`src/verilog/link_err_defines.svh`:
```
// register offsets, field positions and reset values for link error routing
`ifndef LINK_ERR_DEFINES_SVH
`define LINK_ERR_DEFINES_SVH
`define REG_FIRST_ERR 8'h50
`define REG_NEXT_ERR 8'h52
`define REG_ERR_MASK 8'h54
`define REG_CTL_EN 8'h58
`define REG_MGMT_EN 8'h5A
`define REG_MSG_STAT 8'h5C
`define FLAG_BITS 7
`define FLAG_MSB 6
`define EN_RESERVED_BIT 7
`define EN_RESET 8'h00
`define LOG_RESET 8'h00
`define MASK_RESET 8'h00
`define MSG_CTL 1'b0
`define MSG_MGMT 1'b1
`endif

```
`src/verilog/link_err_pkg.sv`:
```
// types shared by the link error routing block
package link_err_pkg;
  typedef enum logic [1:0] {IDLE, READ_DONE, WRITE_DONE} bus_state_t;
  typedef logic [6:0] flags_t;
endpackage

```
`src/verilog/link_msg_if.sv`:
```
// event message request and handshake between router and link sender
`timescale 1ns/1ps
interface link_msg_if;
  logic req;
  logic kind;
  logic [6:0] flag;
  logic ack;
  modport router (output req, output kind, output flag, input ack);
  modport sender (input req, input kind, input flag, output ack);
endinterface

```
`src/verilog/link_msg_sender.sv`:
```
// drives one event special cycle per request onto the link outputs
`timescale 1ns/1ps
`include "link_err_defines.svh"
module link_msg_sender
(
  input wire logic ref_clk_i,
  input wire logic rst_n_i,
  link_msg_if.sender msg,
  output logic cyc_valid_o,
  output logic cyc_kind_o,
  output logic [6:0] cyc_flag_o
);
  typedef struct packed
  {
    logic valid;
    logic kind;
    logic [6:0] flag;
  } snd_state_t;
  snd_state_t st;
  snd_state_t next_st;

  always_comb
  begin
    next_st = st;
    next_st.valid = 1'b0;
    if (msg.req && !st.valid)
    begin
      next_st.valid = 1'b1;
      next_st.kind = msg.kind;
      next_st.flag = msg.flag;
    end
  end

  always_ff @(posedge ref_clk_i)
  begin
    if (!rst_n_i)
      st <= '0;
    else
      st <= next_st;
  end

  // ack in the cycle the message is launched
  assign msg.ack = st.valid;
  assign cyc_valid_o = st.valid;
  assign cyc_kind_o = st.kind;
  assign cyc_flag_o = st.flag;
endmodule

```
`src/verilog/link_err_router.sv`:
```
// hub link error logs and routing of errors into event special cycles
// Functional notes
// - enabled logged flag sends a system-control event special cycle
// - enabled logged flag sends a management-mode event special cycle
// - both enable registers are 8-bit, bits 0..6 read/write, reset to zero
// - control enable bit 6 gates target-abort event
// - control enable bit 5 gates misdirected enhanced config access event
// - control enable bit 4 gates link data parity error event
// - control enable bit 3 gates out-of-range address event
// - control enable bit 2 gates bridge internal parity error event
// - control enable bit 1 gates illegal access event
// - control enable bit 0 gates address/command parity error event
// - management enable bits 0..6 gate the same flags likewise
// - enable bit 7 reserved, reads zero, no effect
// - first error goes to first log, later ones to next log
// - masked errors are not logged and send nothing
// - logs survive reset; write one clears, zero keeps
`timescale 1ns/1ps
`include "link_err_defines.svh"
module link_err_router
(
  input wire logic ref_clk_i,
  input wire logic rst_n_i,
  input wire logic [7:0] avs_address,
  input wire logic avs_read,
  input wire logic avs_write,
  input wire logic [31:0] avs_writedata,
  output logic [31:0] avs_readdata,
  output logic avs_waitrequest,
  output logic avs_readdatavalid,
  input wire logic [6:0] err_detect_i,
  output logic cyc_valid_o,
  output logic cyc_kind_o,
  output logic [6:0] cyc_flag_o
);
  typedef struct packed
  {
    link_err_pkg::bus_state_t bus;
    logic [31:0] rdata;
    logic [7:0] ctl_en;
    logic [7:0] mgmt_en;
    link_err_pkg::flags_t pend_ctl;
    link_err_pkg::flags_t pend_mgmt;
    link_err_pkg::flags_t seen;
    logic [2:0] msg_count;
  } rt_state_t;

  // logs and mask live outside the reset so they survive it
  typedef struct packed
  {
    link_err_pkg::flags_t first_log;
    link_err_pkg::flags_t next_log;
    link_err_pkg::flags_t mask;
  } sticky_t;

  rt_state_t st;
  rt_state_t next_st;
  sticky_t sk = '0;
  sticky_t next_sk;
  link_msg_if msg ();

  function automatic logic [2:0] lowest(input link_err_pkg::flags_t v);
    logic [2:0] idx;
    idx = 3'h0;
    for (int i = `FLAG_MSB; i >= 0; i--)
      if (v[i])
        idx = 3'(i);
    return idx;
  endfunction

  logic wr_hit;
  logic rd_hit;
  link_err_pkg::flags_t new_err;
  link_err_pkg::flags_t logged;
  link_err_pkg::flags_t rise;
  link_err_pkg::flags_t wclr;

  always_comb
  begin
    wr_hit = avs_write && st.bus == link_err_pkg::IDLE;
    rd_hit = avs_read && st.bus == link_err_pkg::IDLE;
    wclr = avs_writedata[6:0];
    new_err = err_detect_i & ~sk.mask;
    logged = sk.first_log | sk.next_log;
    rise = logged & ~st.seen;
  end

  always_comb
  begin
    next_sk = sk;
    if (wr_hit && avs_address == `REG_FIRST_ERR)
      next_sk.first_log = sk.first_log & ~wclr;
    if (wr_hit && avs_address == `REG_NEXT_ERR)
      next_sk.next_log = sk.next_log & ~wclr;
    if (wr_hit && avs_address == `REG_ERR_MASK)
      next_sk.mask = wclr;
    // set wins over a same-cycle clear
    if (new_err != 7'h00)
    begin
      if (next_sk.first_log == 7'h00 && sk.first_log == 7'h00)
      begin
        next_sk.first_log = new_err & (~new_err + 7'h01);
        // other bits of a multi-bit error count as later errors
        next_sk.next_log = next_sk.next_log | (new_err & ~next_sk.first_log);
      end
      else
        next_sk.next_log = next_sk.next_log | new_err;
    end
  end

  always_ff @(posedge ref_clk_i)
    sk <= next_sk;

  always_comb
  begin
    next_st = st;
    next_st.seen = logged;
    // a flag newly set queues one message per enabled type
    next_st.pend_ctl = st.pend_ctl | (rise & st.ctl_en[6:0]);
    next_st.pend_mgmt = st.pend_mgmt | (rise & st.mgmt_en[6:0]);
    // clear from the launched copy: the request may already name another flag
    if (msg.ack)
    begin
      if (cyc_kind_o == `MSG_CTL)
        next_st.pend_ctl = next_st.pend_ctl & ~cyc_flag_o;
      else
        next_st.pend_mgmt = next_st.pend_mgmt & ~cyc_flag_o;
      next_st.msg_count = st.msg_count + 3'h1;
    end
    case (st.bus)
      link_err_pkg::IDLE:
      begin
        if (rd_hit)
        begin
          next_st.bus = link_err_pkg::READ_DONE;
          case (avs_address)
            `REG_FIRST_ERR: next_st.rdata = {25'h0, sk.first_log};
            `REG_NEXT_ERR: next_st.rdata = {25'h0, sk.next_log};
            `REG_ERR_MASK: next_st.rdata = {25'h0, sk.mask};
            `REG_CTL_EN: next_st.rdata = {24'h0, st.ctl_en};
            `REG_MGMT_EN: next_st.rdata = {24'h0, st.mgmt_en};
            `REG_MSG_STAT: next_st.rdata = {17'h0, st.pend_mgmt,
                                            st.pend_ctl[6:0], 1'b0};
            default: next_st.rdata = 32'h0;
          endcase
        end
        else if (wr_hit)
        begin
          next_st.bus = link_err_pkg::WRITE_DONE;
          if (avs_address == `REG_CTL_EN)
            next_st.ctl_en = {1'b0, avs_writedata[6:0]};
          if (avs_address == `REG_MGMT_EN)
            next_st.mgmt_en = {1'b0, avs_writedata[6:0]};
        end
      end
      link_err_pkg::READ_DONE: next_st.bus = link_err_pkg::IDLE;
      link_err_pkg::WRITE_DONE: next_st.bus = link_err_pkg::IDLE;
      default: next_st.bus = link_err_pkg::IDLE;
    endcase
  end

  always_ff @(posedge ref_clk_i)
  begin
    if (!rst_n_i)
    begin
      st <= '0;
      st.ctl_en <= `EN_RESET;
      st.mgmt_en <= `EN_RESET;
      st.seen <= 7'h7F;
    end
    else
      st <= next_st;
  end

  // control events first; keeps both types from competing per flag
  always_comb
  begin
    msg.req = (st.pend_ctl | st.pend_mgmt) != 7'h00;
    msg.kind = (st.pend_ctl != 7'h00) ? `MSG_CTL : `MSG_MGMT;
    msg.flag = '0;
    if (st.pend_ctl != 7'h00)
      msg.flag[lowest(st.pend_ctl)] = 1'b1;
    else
      msg.flag[lowest(st.pend_mgmt)] = 1'b1;
  end

  link_msg_sender u_sender
  (
    .ref_clk_i(ref_clk_i),
    .rst_n_i(rst_n_i),
    .msg(msg.sender),
    .cyc_valid_o(cyc_valid_o),
    .cyc_kind_o(cyc_kind_o),
    .cyc_flag_o(cyc_flag_o)
  );

  // waitrequest low exactly in the answer cycle
  assign avs_waitrequest = !(st.bus != link_err_pkg::IDLE);
  assign avs_readdata = st.rdata;
  assign avs_readdatavalid = st.bus == link_err_pkg::READ_DONE;
endmodule

```
`config.mk`:
```
export PLATFORM = sky130hd
export DESIGN_NAME = link_err_router
export DESIGN_NICKNAME = d
export VERILOG_FILES = /design/src/verilog/link_err_pkg.sv /design/src/verilog/link_msg_if.sv /design/src/verilog/link_msg_sender.sv /design/src/verilog/link_err_router.sv
export VERILOG_INCLUDE_DIRS = /design/src /design/src/verilog
export SDC_FILE = /design/constraint.sdc
export NUM_CORES = 1
export LEC_CHECK = 0
export BUFFER_PORTS_ARGS = -buffer_cell sky130_fd_sc_hd__buf_2
export CAP_MARGIN = 30
export CORE_UTILIZATION = 40
export DETAILED_ROUTE_END_ITERATION = 12
export SLEW_MARGIN = 20
export SYNTH_ARGS = -nofsm -noshare
export SYNTH_HDL_FRONTEND = slang
export SYNTH_HIERARCHICAL = 1
export SYNTH_SLANG_ARGS = --single-unit
```
`constraint.sdc`:
```
create_clock -name ref_clk_i -period 4.65 [get_ports ref_clk_i]
set_clock_uncertainty 0.2 [all_clocks]
set_input_delay 0.6975 -clock ref_clk_i [delete_from_list [all_inputs] [get_ports ref_clk_i]]
set_output_delay 0.6975 -clock ref_clk_i [all_outputs]
set_load 0.01 [all_outputs]
```
Word-level counts from Yosys, hierarchy flattened. Cells that the tools add are included.

Bits in registers: 99. Input bits: 51. Output and inout port bits: 43. Word-level logic and storage cells: 109.

$add $sub $neg: 1. Magnitude comparators: 4. Eq/ne operators: 7. Mux-type cells: 34. Bitwise operators: 25. Reductions and logical operators: 24.

Operators by type and width (count): $pmux 15 s6 (1); $and 7x7->7 (10); $mux 7 (7); $eq 8x7->1 const B (6); $mux 3 (16); $not 7->7 (6); $or 7x7->7 (6); $mux 14 (2); $reduce_bool 7->1 (3); $logic_not 7->1 (2); $logic_and 1x1->1 (9); $mux 9 (1); $lt 3x4->1 const B (2); $reduce_and 4->1 (2); $add 7x1->7 const B (1); $demux 1 s3 (2); $ge 3x1->1 const B (2); $mux 1 (5); $reduce_and 2->1 (2); $reduce_bool 2->1 (2); $not 1->1 (3); $reduce_or 3->1 (1); $eq 2x1->1 const B (1); $logic_not 1->1 (2); $logic_not 2->1 (1).

Longest topological paths before layout. Gate-level depths: netlist of run 1.

Depth after elaboration: 14. Depth in mapped cells: 7. Depth with buffers taken out: 6.

By module. The synthesis of run 1 kept the hierarchy.

By module, submodules not included: link_err_router (times used 1, cells each 421, area an instance 3601.0 um^2, seq. area each 1531.5 um^2); link_msg_sender (times used 1, cells each 39, area an instance 385.4 um^2, seq. area each 180.2 um^2).

Worst setup path before layout of run 1. Ideal clock, no wire load.

Kind: in2reg. Start: input port avs_address[1]. End: register sk[0] (netlist bit) (enable). Setup time: 390 ps. Arrival time: 2108 ps. Data required time: 4060 ps. Path slack: 1952 ps. Stages: 3. Path buffers: 1. Path through: buf_2 > or3_1 > nor4_1.

Longest elaborated chain between the ends: 2.

Ends and longest elaborated chain: start: declaration (RTL line link_err_router.sv:24) `input wire logic [7:0] avs_address,`; $eq 8x7->1; $logic_and 1x1->1 (no line); end signal: assignment (RTL line link_err_router.sv:112) `sk <= next_sk;`; end: declaration (RTL line link_err_router.sv:58) `sticky_t sk = '0;`.

Every way passes these cells. A chain may end at the register's enable or synchronous reset.

Worst setup path in the final report of run 1.
Start: register st[18] (netlist bit). End: register u_sender.st (netlist bit u_sender/cyc_flag_o[3]).

Longest elaborated chain between the ends: 8. Elaborated cells on any way between the ends: 13. Classes of those cells: order compare (2); mux (6); bitwise (1); reduce/logical (4).

Ends and longest elaborated chain: start: declaration (RTL line link_err_router.sv:56) `rt_state_t st;`; start signal: assignment (RTL line link_err_router.sv:172) `st <= next_st;`; $mux 3 (2 in series) (RTL line link_err_router.sv:66) `if (v[i])`; $mux 3 (RTL line link_err_router.sv:181) `if (st.pend_ctl != 7'h00)`; $lt 3x4->1 (implied by the code) or $ge 3x1->1 (tied branches) (RTL line link_err_router.sv:182) `msg.flag[lowest(st.pend_ctl)] = 1'b1;`; $logic_and 1x1->1 (implied by the code) (RTL line link_err_router.sv:182); $mux 1 (implied by the code) (RTL line link_err_router.sv:182); $demux 1 s3 (RTL line link_err_router.sv:182); $mux 7 (*) (RTL line link_err_router.sv:181); named net msg.flag[3] (RTL line link_msg_if.sv:6) `logic [6:0] flag;`; end signal: assignment (RTL line link_msg_sender.sv:39) `st <= next_st;`; end: declaration (RTL line link_msg_sender.sv:19) `snd_state_t st;`.

The timed path passes the listed nets; every way through them passes the cells marked *. The select of a mux whose other input is x is not followed.

==> results of run 1 <==
## worst register-to-register path, cell delays in order, from the launching register on
cell and delay, ns:
dfxtp_1 0.36, or4_4 0.58, or4_4 0.47, a211o_1 0.34, o41ai_2 0.29, nand2_1 0.10, mux2i_1 0.14
## flip-flops by register name, summed over array words and instances (netlist names)
signal / flops
u_sender/cyc_kind_o: 1
sk: 21
st: 37
u_sender/cyc_flag_o: 7
avs_readdata: 15
u_sender/cyc_valid_o: 1
## power by group
group          internal (mW)  switching (mW)
sequential             0.746          0.0429
combinational         0.0591          0.0730
clock                  0.243           0.249
total                   1.05           0.365
## metrics by stage
stage          hold WS, ns  cell area [um2]  util, %
2_1_floorplan       0.2452             4046        -
3_3_place_gp        0.2605             4111    42.26
3_5_place_dp        0.2751             4121    42.36
4_1_cts             0.2848             4298    44.17
5_1_grt             0.3039             4298    44.17
6_report            0.2801             4298    44.17
## cells by family after synthesis
group                  synth area share (%)
and+or+nand+nor                       22.85
other                               0.09407
muxes                                 8.663
buffers and inverters                 10.17
AOI/OAI and AO/OA                     15.29
DFF                                   42.94
## worst paths after layout
check | start | to | cells past startpoint
setup / recovery | st[18] | u_sender/cyc_flag_o[3] | 6
hold / removal | st[37] | st[37] | 2
setup reg to reg | st[18] | u_sender/cyc_flag_o[3] | 6
hold reg to reg | st[37] | st[37] | 2
## layer usage
layer	share of wire, %	up-vias	track usage [%]
li1	-	1611	-
met1	45	1603	25.76
met2	48	81	31.34
met3	4.6	15	2.804
met4	2.1	0	8.571
met5	0	-	0
## cell type report
class | instances | area [um2]
fillers | 978 | 5431
well taps | 133 | 166.4
clock buffers | 11 | 131.4
clock inverters | 4 | 45.04
inverters | 9 | 33.78
repair buffers | 55 | 280.3
multi-input cells | 328 | 1929
flip-flops and latches | 82 | 1712
## cells in the final DEF (no fill, tap or decap), types with 8 or more instances in the layout
master,count
nand2_1,79
dfxtp_1,75
nor2_1,40
a21oi_1,22
nand3_1,11
inv_1,9
o21ai_0,26
conb_1,17
nor2b_1,15
mux2i_1,30
clkbuf_8,9
buf_2,53
nor4_1,8
a22oi_1,8
==> results.tsv, run 1 <==
stage	metric	value	unit
worst_setup_path	crit_arrival	2.62	ns
timing	period_minus_slack	2.534	ns
yosys	synth_ff_type	dfxtp_1	
grt	grt_max_degree	49	
timing	hold_viol	0	
cells_and_area	drive_gt1_share	17.18	%
cts	cts_sinks	82	
power_and_ir_drop	power_per_cell_area	328.8	nW/um2
grt	grt_pass1_wl	15210	um
worst_setup_path	cpPeakStageDelay	0.57	ns
floorplanning	fp.dieW	101.8	um
floorplanning	die_y	101.8	um
yosys	synth_edf_count	7	
run_status	outcome	complete, no violations	
cells_and_area	antennaDiodeCount	0	
worst_setup_path	crit_chain	or4_4 -> or4_4 -> a211o_1 -> o41ai_2 -> nand2_1 -> mux2i_1	
yosys	syn_inst	460	
routing	wirelength	9571	um
yosys	synth_cell_type_count	51	
cts	clock_latency	0.36	ns
routing	antenna_left	0	
cts	cts_buffers	9	
routing	wl_per_cell	15.39	um
hold_path	hold_path.class	reg -> reg	
flow_run	maxCapViolCount	0	
timing	fmax	394.6	MHz
yosys	async_flop_share	0	%
cts	post_cts_resized	0	
yosys	synth_most_common_cell	nand2_1	
yosys	synth_top_cell_by_area	dfxtp_1	
placement	numPortBuffers	51	
yosys	ys_seq_area_share	42.94	%
worst_setup_path	cp_slowest_cell	or4_4	
routing	num_vias	3310	
timing	slew_violations	0	
worst_setup_path	worstPathMaxFanout	5	
cells_and_area	layoutNonFillerInstCount	622	
yosys	yosysTopAreaCellShare	37.66	%
yosys	ys_seq_elements	82	
yosys	synth_area_leaders	dfxtp_1, mux2i_1, nand2_1, buf_4, edfxtp_1	
floorplanning	row_count	36	
worst_setup_path	critPathRequiredTime	4.73	ns
timing	worstMarginPinSlew	0.8164	ns
worst_setup_path	crit_path_end_kind	flip-flop	
cells_and_area	nets	536	
placement	hpwl	7049	um
timing	max_slew_margin	45.16	%
grt	grtUsageTotal	19.36	%
floorplanning	ioPinCount	94	
cts	cts_root_buf	clkbuf_8	
placement	gp_congestion	0.8222	
yosys	avgSynthCellArea	8.666	um2
cells_and_area	synthToLayoutAreaGrowth	7.815	%
placement	dpl.cell_count	607	
worst_setup_path	critPathTopFamily	simple AND/OR/NAND/NOR gates	
grt	grt_overflow	0	
timing	fin_ws	2.116	ns
timing	finalCritPeriodShare	54.50	%
worst_setup_path	criticalPathCategory	reg -> reg	
power_and_ir_drop	vdd_ir_drop_max	0.0001624	V
timing	rsz0062_at_grt	false	
worst_setup_path	startpoint_type	flip-flop	
floorplanning	die_area	10370	um2
timing	setup_tns	0	ns
routing	drt_first_pass_iters	5	
power_and_ir_drop	leakagePower	1.740	nW
grt	grt_antenna_before_repair	0	
cts	clk_path_buf_depth	2	
cts	cts_tree	yes	
cts	cts_max_level	3	
power_and_ir_drop	power	1.413	mW
floorplanning	start_util	40.97	%
worst_setup_path	rrSetupSlack	2.12	ns
cts	hold_buffers	0	
floorplanning	core_area	9729	um2
yosys	syn_area	3986	um2
worst_setup_path	crit_path_frequent_cell	or4_4	
routing	drt_iter0_drc	141	
grt	grt_pass1_vias	2974	
timing	finalSetupViolations	0	
yosys	synth_common_cells	nand2_1, dfxtp_1, nor2_1	
cts	postCtsSetupRepairBufs	0	
routing	vias_per_cell	5.322	
worst_setup_path	cp_num_buf_inv	0	
routing	drc_errors	0	
cts	clk_pin_slew	0.08	ns
placement	place_ws	1.810	ns
yosys	yosys_warnings	6	
Power figures use the tool's default switching activity.
==> run 2, diff against run 1 <==
==> constraint.sdc (replaced) <==
create_clock -name ref_clk_i -period 2.6 [get_ports ref_clk_i]
set_clock_uncertainty 0.2 [all_clocks]
set_input_delay 0.39 -clock ref_clk_i [delete_from_list [all_inputs] [get_ports ref_clk_i]]
set_output_delay 0.39 -clock ref_clk_i [all_outputs]
set_load 0.01 [all_outputs]
==> results.tsv, run 2 (same netlist as run 1, synthesis figures left out) <==
stage	metric	value	unit	change
routing	num_vias	3343		+1.0%
routing	drt_first_pass_iters	4		-1
routing	drc_errors	0		unchanged
cells_and_area	regMostFlops	st		
timing	finalSetupViolations	0		unchanged
cts	post_cts_resized	0		unchanged
cts	cts_buffers	9		unchanged
cells_and_area	synthToLayoutAreaGrowth	11.24	%	
worst_setup_path	startpoint_type	flip-flop		
worst_setup_path	crit_path_end_kind	flip-flop		
floorplanning	fp.dieW	101.8	um	unchanged
cells_and_area	drive_gt1_share	19.24	%	+2.1 points
placement	hpwl	7338	um	+4.1%
hold_path	hold_path.class	in -> reg		
run_status	outcome	complete, no violations		
cts	hold_buffers	0		unchanged
cts	cts_max_level	3		unchanged
placement	gp_congestion	0.8392		+2.1%
cells_and_area	antennaDiodeCount	0		unchanged
cells_and_area	largest_reg_flops	37		unchanged
cells_and_area	nets	546		+1.9%
hold_path	min_path_cells	2		unchanged
flow_run	maxCapViolCount	0		unchanged
timing	rsz0062_at_grt	false		
worst_setup_path	crit_arrival	2.51	ns	-0.11 ns
cells_and_area	final_common_cell	nand2_1		
floorplanning	row_count	36		unchanged
power_and_ir_drop	power_per_cell_area	599.1	nW/um2	+82%
cells_and_area	fillers	988		+1.0%
worst_setup_path	r2r_cells	6		unchanged
timing	max_slew_margin	50.57	%	+5.4 points
routing	antenna_left	0		unchanged
timing	fmax	412.8	MHz	+4.6%
grt	grt_overflow	0		unchanged
routing	wirelength	9809	um	+2.5%
routing	met2_wirelength	4733	um	+3.2%
routing	dr_wl_met3	486	um	+11%
power_and_ir_drop	leakagePower	1.812	nW	+4.1%
grt	grt_max_degree	34		-31%
grt	grt_pass1_vias	3010		+1.2%
placement	place_ws	0.1679	ns	-1.642 ns
timing	slew_violations	0		unchanged
cts	postCtsSetupRepairBufs	0		unchanged
routing	wl_per_cell	15.52	um	+0.87%
power_and_ir_drop	vdd_ir_drop_max	0.0002224	V	+37%
grt	grtUsageTotal	19.99	%	+0.64 points
floorplanning	die_area	10370	um2	unchanged
timing	period_minus_slack	2.422	ns	-0.1122 ns
worst_setup_path	criticalPathCategory	reg -> reg		
floorplanning	ioPinCount	94		unchanged
timing	fin_ws	0.1778	ns	-1.938 ns
placement	numPortBuffers	51		unchanged
timing	hold_viol	0		unchanged
timing	worstMarginPinSlew	0.7315	ns	-0.08486 ns
cells_and_area	layout_common_cells	nand2_1, dfxtp_1, buf_2		
grt	grt_antenna_before_repair	0		unchanged
cts	cts_root_buf	clkbuf_8		
routing	drt_iter0_drc	140		-0.71%
floorplanning	core_area	9729	um2	unchanged
cts	clk_pin_slew	0.08	ns	about the same
worst_setup_path	critPathRequiredTime	2.68	ns	-2.05 ns
routing	drt-met1-wl	4425	um	+1.9%
floorplanning	start_util	40.97	%	unchanged
floorplanning	die_y	101.8	um	unchanged
power_and_ir_drop	power	2.657	mW	+88%
cts	clock_latency	0.35	ns	about the same
routing	routed.top_layer	met4		
cts	clk_path_buf_depth	2		unchanged
worst_setup_path	worstPathMaxFanout	5		unchanged
cts	cts_sinks	82		unchanged
cts	cts_tree	yes		
timing	finalCritPeriodShare	93.16	%	+39 points
timing	hold_ws	0.06046	ns	-0.2197 ns
grt	grt_pass1_wl	15500	um	+1.9%
routing	vias_per_cell	5.290		-0.60%
timing	setup_tns	0	ns	unchanged
-- run 2: cell count changes in the layout (fill, tap and decap cells not counted) --
cell | previous run | this run
buf_4 | 2 | 13
clkinv_2 | 3 | 0
buf_2 | 53 | 51
clkbuf_1 | 2 | 0
clkbuf_8 | 9 | 11
buf_12 | 0 | 1
clkbuf_16 | 0 | 1
clkinvlp_4 | 0 | 1
inv_4 | 0 | 1
-- run 2: through the flow --
stage          utilization, %  instance area (um2)  cells
3_3_place_gp            43.31                 4214    617
4_1_cts                 45.58                 4434    632
6_report                45.58                 4434    632
3_5_place_dp            43.31                 4214    617
5_1_grt                 45.58                 4434    632
2_1_floorplan               -                 4046    476
-- run 2: area by class of cell --
type                       instances  area [um2]  area share, %
multi-input combinational        328        1929          43.51
sequential                        82        1712          38.60
tap                              133       166.4          3.753
clock inverter                     3       43.79         0.9876
timing repair buffer              65       372.9          8.409
clock buffer                      12       176.4          3.979
inverter                           9       33.78         0.7619
-- run 2: critical path: stages, from the launching register on --
cell     delay, ns
dfxtp_1       0.36
or4_4         0.52
or4_4         0.48
a211o_1       0.29
o41ai_2       0.29
nand2_1       0.09
mux2i_1       0.13
-- run 2: per-layer routing --
layer  vias up  track usage, %
met5         -               0
met4         0           8.791
met3        13           3.215
met2       112           33.06
met1      1582           25.88
li1       1636               -
-- run 2: worst paths after layout --
kind              startpoint                endpoint  slack (ns)
min reg2reg  avs_readdata[0]         avs_readdata[0]        0.28
max reg2reg           st[20]  u_sender/cyc_flag_o[3]        0.18
min                 avs_read                  st[73]        0.06
max                   st[20]  u_sender/cyc_flag_o[3]        0.18
-- run 2: where the power goes --
group / switching [mW] / leakage (nW) / internal, mW
registers: 0.0753 / 0.671 / 1.33
clock network: 0.453 / 0.110 / 0.550
logic: 0.131 / 1.03 / 0.113
